**src/psa_pkg.sv**
```systemverilog
// Constants, types and register map of the panel scaling and alarm setup block
//
// Summary of operation
// - Mode switch selects normal measuring or scaling calibration behaviour.
// - Input kind switch selects current or voltage input for measuring.
// - Moving the mode switch to scaling shows the low point prompt.
// - Enter at a point prompt shows the stored value, one digit flashing.
// - Each set press during entry steps the flashing digit, wrapping 9 to 0.
// - Enter alone during entry moves flashing to the next digit.
// - Set plus enter on the last digit stores the value for the point.
// - Busy pattern shows during a store, then next prompt, an error or, after a trip store, the measurement.
// - After low point store, high prompt and same digit entry follow.
// - After high point store, all four decimal points are shown.
// - Enter leaves one decimal point; each set moves it one place.
// - Set plus enter stores point position and returns to low prompt.
// - A combined store binds the applied input to the displayed value.
// - Edits not ended by the combined press are dropped; old values stay.
// - Set and enter do nothing for scaling unless in scaling mode.
// - Set or enter clears a shown error message.
// - Jumper picks high or low alarm direction for trip comparison.
// - Alarm lamp lit while alarm condition holds, dark once it clears.
// - Override keeps lamp dark and relay unchanged despite a trip.
// - While view is held the stored trip point is displayed.
// - Set plus view starts trip editing; set scrolls, enter advances.
// - Second set plus view stores trip point; unstored edits are dropped.
// - Releasing view returns the display to the measurement.
// - Relay de-energised while trip exceeded, energised otherwise.
package psa_pkg;
  localparam int unsigned CLK_HZ        = 10000000;
  localparam int unsigned CLK_KHZ       = CLK_HZ / 1000;
  localparam int unsigned DEBOUNCE_MS   = 20;
  localparam int unsigned CHORD_MS      = 150;
  localparam int unsigned COMMIT_MS     = 2000;
  localparam int unsigned DEBOUNCE_CYC  = DEBOUNCE_MS * CLK_KHZ;
  localparam int unsigned CHORD_CYC     = CHORD_MS * CLK_KHZ;
  localparam int unsigned COMMIT_CYC    = COMMIT_MS * CLK_KHZ;

  localparam int unsigned BTN_SET       = 0;
  localparam int unsigned BTN_ENTER     = 1;
  localparam int unsigned BTN_VIEW      = 2;

  localparam logic [5:0]  REG_CTRL      = 6'h00;
  localparam logic [5:0]  REG_STATUS    = 6'h04;
  localparam logic [5:0]  REG_LO_DISP   = 6'h08;
  localparam logic [5:0]  REG_HI_DISP   = 6'h0C;
  localparam logic [5:0]  REG_LO_RAW    = 6'h10;
  localparam logic [5:0]  REG_HI_RAW    = 6'h14;
  localparam logic [5:0]  REG_TRIP      = 6'h18;
  localparam logic [5:0]  REG_DP        = 6'h1C;
  localparam logic [5:0]  REG_MEAS      = 6'h20;
  localparam int unsigned CTRL_OVR_BIT  = 0;
  localparam int unsigned STAT_LAMP_BIT = 4;
  localparam int unsigned STAT_RLY_BIT  = 5;
  localparam int unsigned STAT_SCL_BIT  = 6;
  localparam int unsigned STAT_KIND_BIT = 7;

  localparam logic [15:0] RST_LO_DISP   = 16'h0000;
  localparam logic [15:0] RST_HI_DISP   = 16'h9999;
  localparam logic [15:0] RST_LO_RAW    = 16'h0000;
  localparam logic [15:0] RST_HI_RAW    = 16'h7FFF;
  localparam logic [15:0] RST_TRIP      = 16'h5000;
  localparam logic [1:0]  RST_DP        = 2'h3;
  localparam logic [3:0]  DIGIT_MAX     = 4'h9;
  localparam logic [1:0]  LAST_DIGIT    = 2'h3;

  typedef enum logic [3:0] {
    PSA_ST_MEASURE   = 4'b0000,
    PSA_ST_LO_PROMPT = 4'b0001,
    PSA_ST_LO_EDIT   = 4'b0010,
    PSA_ST_HI_PROMPT = 4'b0011,
    PSA_ST_HI_EDIT   = 4'b0100,
    PSA_ST_DP_ALL    = 4'b0101,
    PSA_ST_DP_SEL    = 4'b0110,
    PSA_ST_BUSY      = 4'b0111,
    PSA_ST_ERROR     = 4'b1000,
    PSA_ST_TRIP_VIEW = 4'b1001,
    PSA_ST_TRIP_EDIT = 4'b1010
  } psa_state_e;

  typedef enum logic [2:0] {
    PSA_DK_MEAS  = 3'b000,
    PSA_DK_LO    = 3'b001,
    PSA_DK_HI    = 3'b010,
    PSA_DK_VALUE = 3'b011,
    PSA_DK_BUSY  = 3'b100,
    PSA_DK_ERROR = 3'b101,
    PSA_DK_DP    = 3'b110
  } psa_disp_e;
endpackage : psa_pkg

```
**src/psa_panel_setup.sv**
```systemverilog
// Panel meter front-panel scaling, alarm trip and register access logic
//
// Decided for this implementation: the Avalon-MM register port and the address map.
`timescale 1ns/100ps
`default_nettype none
module psa_panel_setup #(
  parameter int unsigned DEBOUNCE_CYCLES = psa_pkg::DEBOUNCE_CYC,
  parameter int unsigned CHORD_CYCLES    = psa_pkg::CHORD_CYC,
  parameter int unsigned COMMIT_CYCLES   = psa_pkg::COMMIT_CYC
) (
  input  wire logic               clock_i,
  input  wire logic               resetn_i,
  input  wire logic               mode_scaling_i,
  input  wire logic               input_kind_switch_i,
  input  wire logic               set_btn_i,
  input  wire logic               enter_btn_i,
  input  wire logic               view_btn_i,
  input  wire logic               alarm_high_jumper_i,
  input  wire logic               alarm_override_i,
  input  wire logic signed [15:0] current_raw_i,
  input  wire logic signed [15:0] voltage_raw_i,
  input  wire logic [5:0]         avs_address_i,
  input  wire logic               avs_read_i,
  input  wire logic               avs_write_i,
  input  wire logic [31:0]        avs_writedata_i,
  input  wire logic [3:0]         avs_byteenable_i,
  output var  logic [31:0]        avs_readdata_o,
  output logic                    avs_waitrequest_o,
  output var  logic               trip_indicator_lamp_o,
  output var  logic               relay_energize_o,
  output var  psa_pkg::psa_disp_e disp_kind_o,
  output var  logic [15:0]        disp_digits_o,
  output var  logic               flash_en_o,
  output var  logic [1:0]         flash_pos_o,
  output var  logic [3:0]         dp_mask_o,
  output var  logic signed [15:0] meas_value_o
);
  import psa_pkg::*;

  //----------------------------------------
  // Helpers
  //----------------------------------------
  function automatic logic [15:0] step_digit(input logic [15:0] v, input logic [1:0] p);
    logic [3:0]  idx;
    logic [3:0]  d;
    logic [15:0] r;
    idx = {~p, 2'b00};
    r = v;
    d = v[idx +: 4];
    r[idx +: 4] = (d >= DIGIT_MAX) ? 4'h0 : d + 4'h1;
    return r;
  endfunction : step_digit

  function automatic logic [15:0] bcd2bin(input logic [15:0] v);
    return {12'h000, v[15:12]} * 16'h03E8 + {12'h000, v[11:8]} * 16'h0064
         + {12'h000, v[7:4]} * 16'h000A + {12'h000, v[3:0]};
  endfunction : bcd2bin

  //----------------------------------------
  // Button debounce
  //----------------------------------------
  logic [2:0]  btn_raw_w;
  logic [2:0]  deb_q;
  logic [2:0]  prev_q;
  logic [31:0] deb_cnt_q [3];

  assign btn_raw_w = {view_btn_i, enter_btn_i, set_btn_i};

  for (genvar gi = 0; gi < 3; gi++) begin : g_deb
    always_ff @(posedge clock_i or negedge resetn_i) begin
      if (!resetn_i) begin
        deb_cnt_q[gi] <= 32'h0000_0000;
        deb_q[gi]     <= 1'b0;
      end else if (btn_raw_w[gi] == deb_q[gi]) begin
        deb_cnt_q[gi] <= 32'h0000_0000;
      end else if (deb_cnt_q[gi] >= DEBOUNCE_CYCLES - 1) begin
        deb_cnt_q[gi] <= 32'h0000_0000;
        deb_q[gi]     <= btn_raw_w[gi];
      end else begin
        deb_cnt_q[gi] <= deb_cnt_q[gi] + 32'h0000_0001;
      end
    end
  end

  //----------------------------------------
  // Chord detection
  //----------------------------------------
  logic [31:0] win_cnt_q;
  logic        chord_used_q;
  logic        any_held_w;
  logic        in_window_w;
  logic [2:0]  fall_w;
  logic        ev_se_w;
  logic        ev_sv_w;
  logic        ev_set_w;
  logic        ev_enter_w;

  assign any_held_w  = |deb_q;
  assign in_window_w = win_cnt_q < CHORD_CYCLES;
  assign fall_w      = prev_q & ~deb_q;
  assign ev_se_w     = deb_q[BTN_SET] & deb_q[BTN_ENTER] & ~deb_q[BTN_VIEW] & in_window_w & ~chord_used_q;
  assign ev_sv_w     = deb_q[BTN_SET] & deb_q[BTN_VIEW] & ~deb_q[BTN_ENTER] & in_window_w & ~chord_used_q;
  assign ev_set_w    = fall_w[BTN_SET] & ~chord_used_q;
  assign ev_enter_w  = fall_w[BTN_ENTER] & ~chord_used_q;

  always_ff @(posedge clock_i or negedge resetn_i) begin
    if (!resetn_i) begin
      prev_q       <= 3'h0;
      win_cnt_q    <= 32'h0000_0000;
      chord_used_q <= 1'b0;
    end else begin
      prev_q       <= deb_q;
      win_cnt_q    <= !any_held_w ? 32'h0000_0000 : (in_window_w ? win_cnt_q + 32'h0000_0001 : win_cnt_q);
      chord_used_q <= any_held_w & (chord_used_q | ev_se_w | ev_sv_w);
    end
  end

  //----------------------------------------
  // Measurement scaling
  //----------------------------------------
  logic signed [15:0] lo_raw_q;
  logic signed [15:0] hi_raw_q;
  logic [15:0]        lo_disp_q;
  logic [15:0]        hi_disp_q;
  logic [15:0]        trip_q;
  logic [1:0]         dp_q;
  logic signed [15:0] raw_sel_w;
  logic signed [16:0] lo_bin_w;
  logic signed [16:0] trip_bin_w;
  logic signed [16:0] dr_w;
  logic signed [16:0] sr_w;
  logic signed [16:0] sd_w;
  logic signed [33:0] prod_w;
  logic signed [33:0] quo_w;
  logic signed [15:0] meas_d_w;

  assign raw_sel_w  = input_kind_switch_i ? current_raw_i : voltage_raw_i;
  assign lo_bin_w   = $signed({1'b0, bcd2bin(lo_disp_q)});
  assign trip_bin_w = $signed({1'b0, bcd2bin(trip_q)});
  assign dr_w       = 17'(raw_sel_w) - 17'(lo_raw_q);
  assign sr_w       = 17'(hi_raw_q) - 17'(lo_raw_q);
  assign sd_w       = $signed({1'b0, bcd2bin(hi_disp_q)}) - lo_bin_w;
  assign prod_w     = 34'(dr_w) * 34'(sd_w);
  assign quo_w      = (sr_w == 17'sh00000) ? 34'sh0 : prod_w / 34'(sr_w);
  assign meas_d_w   = 16'(34'(lo_bin_w) + quo_w);

  //----------------------------------------
  // Alarm
  //----------------------------------------
  logic override_w;
  logic alarm_cond_w;
  logic sw_override_q;

  assign override_w   = alarm_override_i | sw_override_q;
  assign alarm_cond_w = alarm_high_jumper_i ? (17'(meas_value_o) > trip_bin_w)
                                            : (17'(meas_value_o) < trip_bin_w);

  always_ff @(posedge clock_i or negedge resetn_i) begin
    if (!resetn_i) begin
      meas_value_o          <= 16'sh0000;
      trip_indicator_lamp_o <= 1'b0;
      relay_energize_o      <= 1'b1;
    end else begin
      meas_value_o          <= meas_d_w;
      trip_indicator_lamp_o <= alarm_cond_w & ~override_w;
      if (!override_w) begin
        relay_energize_o <= ~alarm_cond_w;
      end
    end
  end

  //----------------------------------------
  // Panel state machine
  //----------------------------------------
  psa_state_e  state_q;
  psa_state_e  state_d;
  psa_state_e  after_busy_q;
  psa_state_e  after_busy_d;
  logic [15:0] edit_q;
  logic [15:0] edit_d;
  logic [1:0]  pos_q;
  logic [1:0]  pos_d;
  logic [1:0]  dp_edit_q;
  logic [1:0]  dp_edit_d;
  logic [31:0] busy_cnt_q;
  logic        busy_done_w;
  logic        st_lo_w;
  logic        st_hi_w;
  logic        st_dp_w;
  logic        st_trip_w;
  logic        in_scl_state_w;

  assign busy_done_w    = busy_cnt_q >= COMMIT_CYCLES - 1;
  assign in_scl_state_w = (state_q >= PSA_ST_LO_PROMPT) && (state_q <= PSA_ST_ERROR);

  always_comb begin
    state_d      = state_q;
    after_busy_d = after_busy_q;
    edit_d       = edit_q;
    pos_d        = pos_q;
    dp_edit_d    = dp_edit_q;
    st_lo_w      = 1'b0;
    st_hi_w      = 1'b0;
    st_dp_w      = 1'b0;
    st_trip_w    = 1'b0;
    case (state_q)
      PSA_ST_MEASURE, PSA_ST_TRIP_VIEW: begin
        if (mode_scaling_i) begin
          state_d = PSA_ST_LO_PROMPT;
        end else if (ev_sv_w) begin
          state_d = PSA_ST_TRIP_EDIT;
          edit_d  = trip_q;
          pos_d   = 2'h0;
        end else begin
          state_d = deb_q[BTN_VIEW] ? PSA_ST_TRIP_VIEW : PSA_ST_MEASURE;
        end
      end
      PSA_ST_LO_PROMPT, PSA_ST_HI_PROMPT: begin
        if (ev_enter_w) begin
          state_d = (state_q == PSA_ST_LO_PROMPT) ? PSA_ST_LO_EDIT : PSA_ST_HI_EDIT;
          edit_d  = (state_q == PSA_ST_LO_PROMPT) ? lo_disp_q : hi_disp_q;
          pos_d   = 2'h0;
        end
      end
      PSA_ST_LO_EDIT, PSA_ST_HI_EDIT, PSA_ST_TRIP_EDIT: begin
        if (ev_set_w) begin
          edit_d = step_digit(edit_q, pos_q);
        end else if (ev_enter_w) begin
          pos_d = (pos_q == LAST_DIGIT) ? 2'h0 : pos_q + 2'h1;
        end else if (ev_sv_w && state_q == PSA_ST_TRIP_EDIT) begin
          st_trip_w    = 1'b1;
          state_d      = PSA_ST_BUSY;
          after_busy_d = PSA_ST_MEASURE;
        end else if (ev_se_w && state_q != PSA_ST_TRIP_EDIT && pos_q == LAST_DIGIT) begin
          state_d = PSA_ST_BUSY;
          if (state_q == PSA_ST_LO_EDIT) begin
            st_lo_w      = 1'b1;
            after_busy_d = PSA_ST_HI_PROMPT;
          end else if (raw_sel_w == lo_raw_q) begin
            after_busy_d = PSA_ST_ERROR;
          end else begin
            st_hi_w      = 1'b1;
            after_busy_d = PSA_ST_DP_ALL;
          end
        end
      end
      PSA_ST_DP_ALL: begin
        if (ev_enter_w) begin
          state_d   = PSA_ST_DP_SEL;
          dp_edit_d = 2'h0;
        end
      end
      PSA_ST_DP_SEL: begin
        if (ev_set_w) begin
          dp_edit_d = dp_edit_q + 2'h1;
        end else if (ev_se_w) begin
          st_dp_w      = 1'b1;
          state_d      = PSA_ST_BUSY;
          after_busy_d = PSA_ST_LO_PROMPT;
        end
      end
      PSA_ST_BUSY: begin
        if (busy_done_w) begin
          state_d = after_busy_d;
        end
      end
      PSA_ST_ERROR: begin
        if (ev_set_w || ev_enter_w || ev_se_w) begin
          state_d = PSA_ST_LO_PROMPT;
        end
      end
      default: begin
        state_d = PSA_ST_MEASURE;
      end
    endcase
    // Leaving scaling drops any unstored edit
    if (!mode_scaling_i && in_scl_state_w && state_q != PSA_ST_BUSY) begin
      state_d = PSA_ST_MEASURE;
    end else if (mode_scaling_i && state_q == PSA_ST_TRIP_EDIT) begin
      state_d = PSA_ST_LO_PROMPT;
    end else if (!mode_scaling_i && state_q == PSA_ST_BUSY && after_busy_q != PSA_ST_MEASURE && busy_done_w) begin
      state_d = PSA_ST_MEASURE;
    end
  end

  always_ff @(posedge clock_i or negedge resetn_i) begin
    if (!resetn_i) begin
      state_q      <= PSA_ST_MEASURE;
      after_busy_q <= PSA_ST_MEASURE;
      edit_q       <= 16'h0000;
      pos_q        <= 2'h0;
      dp_edit_q    <= 2'h0;
      busy_cnt_q   <= 32'h0000_0000;
    end else begin
      state_q      <= state_d;
      after_busy_q <= after_busy_d;
      edit_q       <= edit_d;
      pos_q        <= pos_d;
      dp_edit_q    <= dp_edit_d;
      busy_cnt_q   <= (state_q == PSA_ST_BUSY) ? busy_cnt_q + 32'h0000_0001 : 32'h0000_0000;
    end
  end

  // Stored points keep their value until a combined press replaces them
  always_ff @(posedge clock_i or negedge resetn_i) begin
    if (!resetn_i) begin
      lo_disp_q <= RST_LO_DISP;
      hi_disp_q <= RST_HI_DISP;
      lo_raw_q  <= RST_LO_RAW;
      hi_raw_q  <= RST_HI_RAW;
      trip_q    <= RST_TRIP;
      dp_q      <= RST_DP;
    end else begin
      if (st_lo_w) begin
        lo_disp_q <= edit_q;
        lo_raw_q  <= raw_sel_w;
      end
      if (st_hi_w) begin
        hi_disp_q <= edit_q;
        hi_raw_q  <= raw_sel_w;
      end
      if (st_trip_w) begin
        trip_q <= edit_q;
      end
      if (st_dp_w) begin
        dp_q <= dp_edit_q;
      end
    end
  end

  //----------------------------------------
  // Display
  //----------------------------------------
  psa_disp_e   kind_w;
  logic [15:0] digits_w;

  always_comb begin
    kind_w   = PSA_DK_MEAS;
    digits_w = edit_q;
    case (state_q)
      PSA_ST_LO_PROMPT: kind_w = PSA_DK_LO;
      PSA_ST_HI_PROMPT: kind_w = PSA_DK_HI;
      PSA_ST_LO_EDIT, PSA_ST_HI_EDIT, PSA_ST_TRIP_EDIT: kind_w = PSA_DK_VALUE;
      PSA_ST_DP_ALL, PSA_ST_DP_SEL: kind_w = PSA_DK_DP;
      PSA_ST_BUSY: kind_w = PSA_DK_BUSY;
      PSA_ST_ERROR: kind_w = PSA_DK_ERROR;
      PSA_ST_TRIP_VIEW: begin
        kind_w   = PSA_DK_VALUE;
        digits_w = trip_q;
      end
      default: kind_w = PSA_DK_MEAS;
    endcase
  end

  always_ff @(posedge clock_i or negedge resetn_i) begin
    if (!resetn_i) begin
      disp_kind_o   <= PSA_DK_MEAS;
      disp_digits_o <= 16'h0000;
      flash_en_o    <= 1'b0;
      flash_pos_o   <= 2'h0;
      dp_mask_o     <= 4'h0;
    end else begin
      disp_kind_o   <= kind_w;
      disp_digits_o <= digits_w;
      flash_en_o    <= (state_q == PSA_ST_LO_EDIT) || (state_q == PSA_ST_HI_EDIT) || (state_q == PSA_ST_TRIP_EDIT);
      flash_pos_o   <= pos_q;
      dp_mask_o     <= (state_q == PSA_ST_DP_ALL) ? 4'hF :
                       (state_q == PSA_ST_DP_SEL) ? 4'h8 >> dp_edit_q : 4'h8 >> dp_q;
    end
  end

  //----------------------------------------
  // Register bus
  //----------------------------------------
  logic        ack_q;
  logic        req_w;
  logic        wr_ctrl_w;
  logic [31:0] rd_mux_w;

  assign req_w             = avs_read_i | avs_write_i;
  assign avs_waitrequest_o = req_w & ~ack_q;
  assign wr_ctrl_w         = avs_write_i & ack_q & avs_byteenable_i[0] & ({avs_address_i[5:2], 2'b00} == REG_CTRL);

  always_comb begin
    rd_mux_w = 32'h0000_0000;
    case ({avs_address_i[5:2], 2'b00})
      REG_CTRL:    rd_mux_w[CTRL_OVR_BIT] = sw_override_q;
      REG_STATUS:  rd_mux_w = {24'h00_0000, input_kind_switch_i, mode_scaling_i, relay_energize_o,
                               trip_indicator_lamp_o, state_q};
      REG_LO_DISP: rd_mux_w = {16'h0000, lo_disp_q};
      REG_HI_DISP: rd_mux_w = {16'h0000, hi_disp_q};
      REG_LO_RAW:  rd_mux_w = {16'h0000, lo_raw_q};
      REG_HI_RAW:  rd_mux_w = {16'h0000, hi_raw_q};
      REG_TRIP:    rd_mux_w = {16'h0000, trip_q};
      REG_DP:      rd_mux_w = {30'h0000_0000, dp_q};
      REG_MEAS:    rd_mux_w = {16'h0000, meas_value_o};
      default:     rd_mux_w = 32'h0000_0000;
    endcase
  end

  always_ff @(posedge clock_i or negedge resetn_i) begin
    if (!resetn_i) begin
      ack_q          <= 1'b0;
      avs_readdata_o <= 32'h0000_0000;
      sw_override_q  <= 1'b0;
    end else begin
      ack_q <= req_w & ~ack_q;
      if (avs_read_i && !ack_q) begin
        avs_readdata_o <= rd_mux_w;
      end
      if (wr_ctrl_w) begin
        sw_override_q <= avs_writedata_i[CTRL_OVR_BIT];
      end
    end
  end
endmodule : psa_panel_setup
`default_nettype wire

```
**config.mk**
```make
export PLATFORM = sky130hd
export DESIGN_NAME = psa_panel_setup
export DESIGN_NICKNAME = d
export VERILOG_FILES = /design/src/psa_pkg.sv /design/src/psa_panel_setup.sv
export SDC_FILE = /design/constraint.sdc
export NUM_CORES = 2
export LEC_CHECK = 0
export BUFFER_PORTS_ARGS = -buffer_cell sky130_fd_sc_hd__buf_2
export CAP_MARGIN = 10
export CORE_MARGIN = 10
export CORE_UTILIZATION = 40
export DETAILED_ROUTE_END_ITERATION = 16
export SLEW_MARGIN = 20
export SYNTH_ARGS = -nofsm -noshare
export SYNTH_HDL_FRONTEND = slang
export SYNTH_SLANG_ARGS = --single-unit
```
**constraint.sdc**
```tcl
create_clock -name clock_i -period 138 [get_ports clock_i]
set_input_delay 0 -clock clock_i [delete_from_list [all_inputs] [get_ports clock_i]]
set_output_delay 0 -clock clock_i [all_outputs]
set_load 0.005 [all_outputs]
```
==> impl_metrics.sql <==
INSERT INTO impl_metrics (metric_group, metric, value, unit) VALUES
('floorplan', 'initial_core_util', '40.4', '%'),
('floorplan', 'placeableCoreArea', '0.168', 'mm²'),
('routing', 'drc', '0', ''),
('global_route', 'antenna_found_initial', '9', ''),
('yosys', 'yosysTopAreaCellShare', '17.0', '%'),
('layout', 'regArea', '0.00849', 'mm²'),
('timing', 'worst_slew_pin_slew', '1.32', 'ns'),
('setup_path', 'worstPathMaxFanout', '48', ''),
('yosys', 'post_synth_inst_count', '8636', ''),
('global_route', 'grt.overflow.total', '0', ''),
('timing', 'hold_viol_final', '0', ''),
('layout', 'multi_input_comb_area', '0.0565', 'mm²'),
('setup_path', 'critical_path_rt', '138.48', 'ns'),
('timing', 'finalClockSkew', '0.0157', 'ns'),
('clocking', 'clock_tree_buffer_depth', '3', ''),
('setup_path', 'crit_arrival', '118.55', 'ns'),
('placement', 'gp_congestion', '0.968', ''),
('yosys', 'synthDominantAreaCellType', 'ha_1', ''),
('hold_path', 'hold_path_class', 'primary input to flop', ''),
('clocking', 'cts_tree', 'done', ''),
('routing', 'route.detailed.vias_per_inst', '5.84', ''),
('floorplan', 'die_h', '431', 'µm'),
('clocking', 'post_cts_resize_count', '0', ''),
('timing', 'fmax', '0.00847', 'GHz'),
('global_route', 'grt_first_pass_wirelength', '357000', 'µm'),
('clocking', 'clk_root_buffer_cell', 'clkbuf_16', ''),
('clocking', 'clkSinkCount', '338', ''),
('clocking', 'clock_latency_on_the_worst_skew_pair', '0.57', 'ns'),
('global_route', 'first_global_vias', '63000', ''),
('setup_path', 'criticalPathCategory', 'flop to flop', ''),
('floorplan', 'die-width', '431', 'µm'),
('routing', 'drt_iter0_markers', '5124', ''),
('routing', 'wire_per_inst', '20.7', 'µm'),
('placement', 'placement.io_buffers', '109', ''),
('layout', 'fillCellCount', '16900', ''),
('global_route', 'gr-usage-all-layers', '23.7', '%'),
('yosys', 'ys_seq_elements', '338', ''),
('clocking', 'holdBufCountCts', '35', ''),
('routing', 'antenna_left', '0', ''),
('clocking', 'htreeDepth', '2', ''),
('timing', 'post_layout_min_period', '118.07', 'ns'),
('timing', 'number_of_max_slew_violations_in_the_final_report', '0', ''),
('setup_path', 'critPathMaxStageDelay', '1.03', 'ns'),
('routing', 'routed-via-count', '64900', ''),
('layout', 'drive_above_1_share', '7.31', '%'),
('clocking', 'path_clk_slew', '0.06', 'ns'),
('yosys', 'synth-seq-area-share', '12.5', '%'),
('yosys', 'ys_dominant_reg_cell', 'dfrtp_1', ''),
('setup_path', 'critPathSlowestCell', 'a221oi_1', ''),
('routing', 'totalWireLength', '230000', 'µm'),
('status', 'run_status', 'completed', ''),
('layout', 'area.growth.synth_to_final', '8.84', '%'),
('timing', 'fin_setup_tns', '0', 'ns'),
('yosys', 'synthDistinctLibCells', '119', ''),
('timing', 'maxSlewHeadroom', '10.9', '%'),
('floorplan', 'dieArea', '0.186', 'mm²'),
('yosys', 'synth_edf_count', '0', ''),
('job', 'max_cap_check_violation_count', '0', ''),
('setup_path', 'crit_path_start_kind', 'flop', ''),
('clocking', 'cts_post_setup_buffers_inserted', '0', ''),
('clocking', 'cts_buffers', '39', ''),
('global_route', 'grt_max_degree', '152', ''),
('timing', 'final-setup-viol-count', '0', ''),
('yosys', 'avgSynthCellArea', '7.84', 'µm²'),
('placement', 'detail_placement_hpwl', '186000', 'µm'),
('yosys', 'synth_area', '0.0677', 'mm²'),
('yosys', 'ys_top_cells_by_area', 'ha_1 (17%), dfrtp_1 (11%), fa_1 (11%)', ''),
('floorplan', 'io_pins', '162', ''),
('setup_path', 'path_common_cell', 'o21a_1', ''),
('yosys', 'proportion_of_synthesized_flip_flops_having_asynchronous_set_or_reset', '100', '%'),
('layout', 'final_net_count', '10200', ''),
('timing', 'grt_setup_unrepaired', 'no', ''),
('yosys', 'ys.warnings.count', '0', ''),
('floorplan', 'std_cell_rows', '150', ''),
('setup_path', 'end_kind', 'flop', ''),
('routing', 'drt-pass1-iter-count', '6', ''),
('timing', 'timing.final.crit_share', '85.6', '%');
state kept, by name (all words and copies together), names as in the netlist, 16 cells and up:
name            cells
deb_cnt_q          96
busy_cnt_q         32
win_cnt_q          32
avs_readdata_o     16
disp_digits_o      16
edit_q             16
hi_disp_q          16
hi_raw_q           16
lo_disp_q          16
lo_raw_q           16
meas_value_o       16
trip_q             16
stage by stage:
| step | instance area (µm²) | setup WS (ns) | utilization (%) | hold WS [ns] | instances |
|---|---|---|---|---|---|
| 6_report | 73700 | 19.93 | 43.9 | 0.00145 | 11100 |
| 5_1_grt | 73700 | 12.96 | 43.9 | 0.0162 | 11100 |
| 4_1_cts | 73700 | 21.33 | 43.9 | 0.00715 | 11100 |
| 3_5_place_dp | 72000 | 21.73 | 42.9 | 0.124 | 11000 |
| 3_3_place_gp | 72000 | 22.74 | 42.9 | 0.115 | 11000 |
| 2_1_floorplan | 68500 | 40.56 | - | -0.296 | 8845 |
cell families (layout without fill, tap and decap cells):
group	Yosys count	in the layout	synth area share (%)
AND/OR/NAND/NOR	2880	2880	20.0
AO/OA/AOI/OAI	2296	2296	22.5
adder cells (fa/ha/maj)	1284	1284	27.7
buffers and inverters	1025	1083	5.86
XOR/XNOR	601	601	7.85
flip-flops	338	338	12.5
multiplexers	210	210	3.44
other	2	213	0.0111
path summary, 6_finish.rpt:
path,end,start,slack (ns),depth (start not counted)
min,lo_raw_q[13]$_DFFE_PN0P_,voltage_raw_i[13],0.001,3
min reg2reg,busy_cnt_q[0]$_DFF_PN0_,busy_cnt_q[0]$_DFF_PN0_,0.46,1
max reg2reg,meas_value_o[15]$_DFF_PN0_,lo_disp_q[14]$_DFFE_PN0P_,19.93,447
max,meas_value_o[15]$_DFF_PN0_,lo_disp_q[14]$_DFFE_PN0P_,19.93,447
max in group asynchronous,lo_raw_q[12]$_DFFE_PN0P_,resetn_i,136.59,3
min in group asynchronous,deb_cnt_q[52]$_DFF_PN0_,resetn_i,0.08,2
per-layer routing:
layer / vias up / global-route usage [%] / routed length (µm) / part of all wire [%]
met5: - / 0 / 14 / 0.0061
met4: 2 / 8.83 / 9800 / 4.3
met3: 419 / 2.32 / 13600 / 5.9
met2: 1940 / 39.6 / 105000 / 46
met1: 31600 / 31.7 / 101000 / 44
li1: 30900 / - / - / -
Yosys cell counts (all sizes together), types with 227 or more instances:
cell type and n:
a21oi 590, fa 362, nor2 805, inv 748, xor2 227, nor3 249
dfrtp 310, o21ai 457, ha 922, xnor2 373, nand2 830
area by class of cell:
cell class	count	share of cell area, %
multi-input combinational	7482	76.6
sequential	338	11.5
inverter	749	3.81
tap	2204	3.74
timing repair buffer	264	2.47
clock buffer	50	1.42
clock inverter	20	0.407
antenna	2	0.00679
worst max-delay path: cells and delay by family, from the launching register on:
| kind | cells | cell delay (ns) |
|---|---|---|
| XOR/XNOR | 4 | 0.84 |
| buffers and inverters | 37 | 7.91 |
| AND/OR/NAND/NOR | 107 | 24.36 |
| multiplexers | 4 | 1.11 |
| AO/OA/AOI/OAI | 242 | 63.53 |
| adder cells (fa/ha/maj) | 53 | 19.18 |
| flip-flops | 1 | 0.61 |
cell usage in the layout, fill, tap and decap left out, types with 122 or more instances in the layout:
master   count
a21o_1     222
a21oi_1    585
and2_1     122
conb_1     211
dfrtp_1    310
fa_1       362
ha_1       921
inv_1      744
mux2_2     136
nand2_1    829
nand3_1    217
nor2_1     802
nor3_1     241
o21a_1     221
o21ai_0    434
xnor2_1    350
xor2_1     225
Power is not shown: default switching activity piles up to over one toggle a cycle in this logic, so the estimate is an artifact.
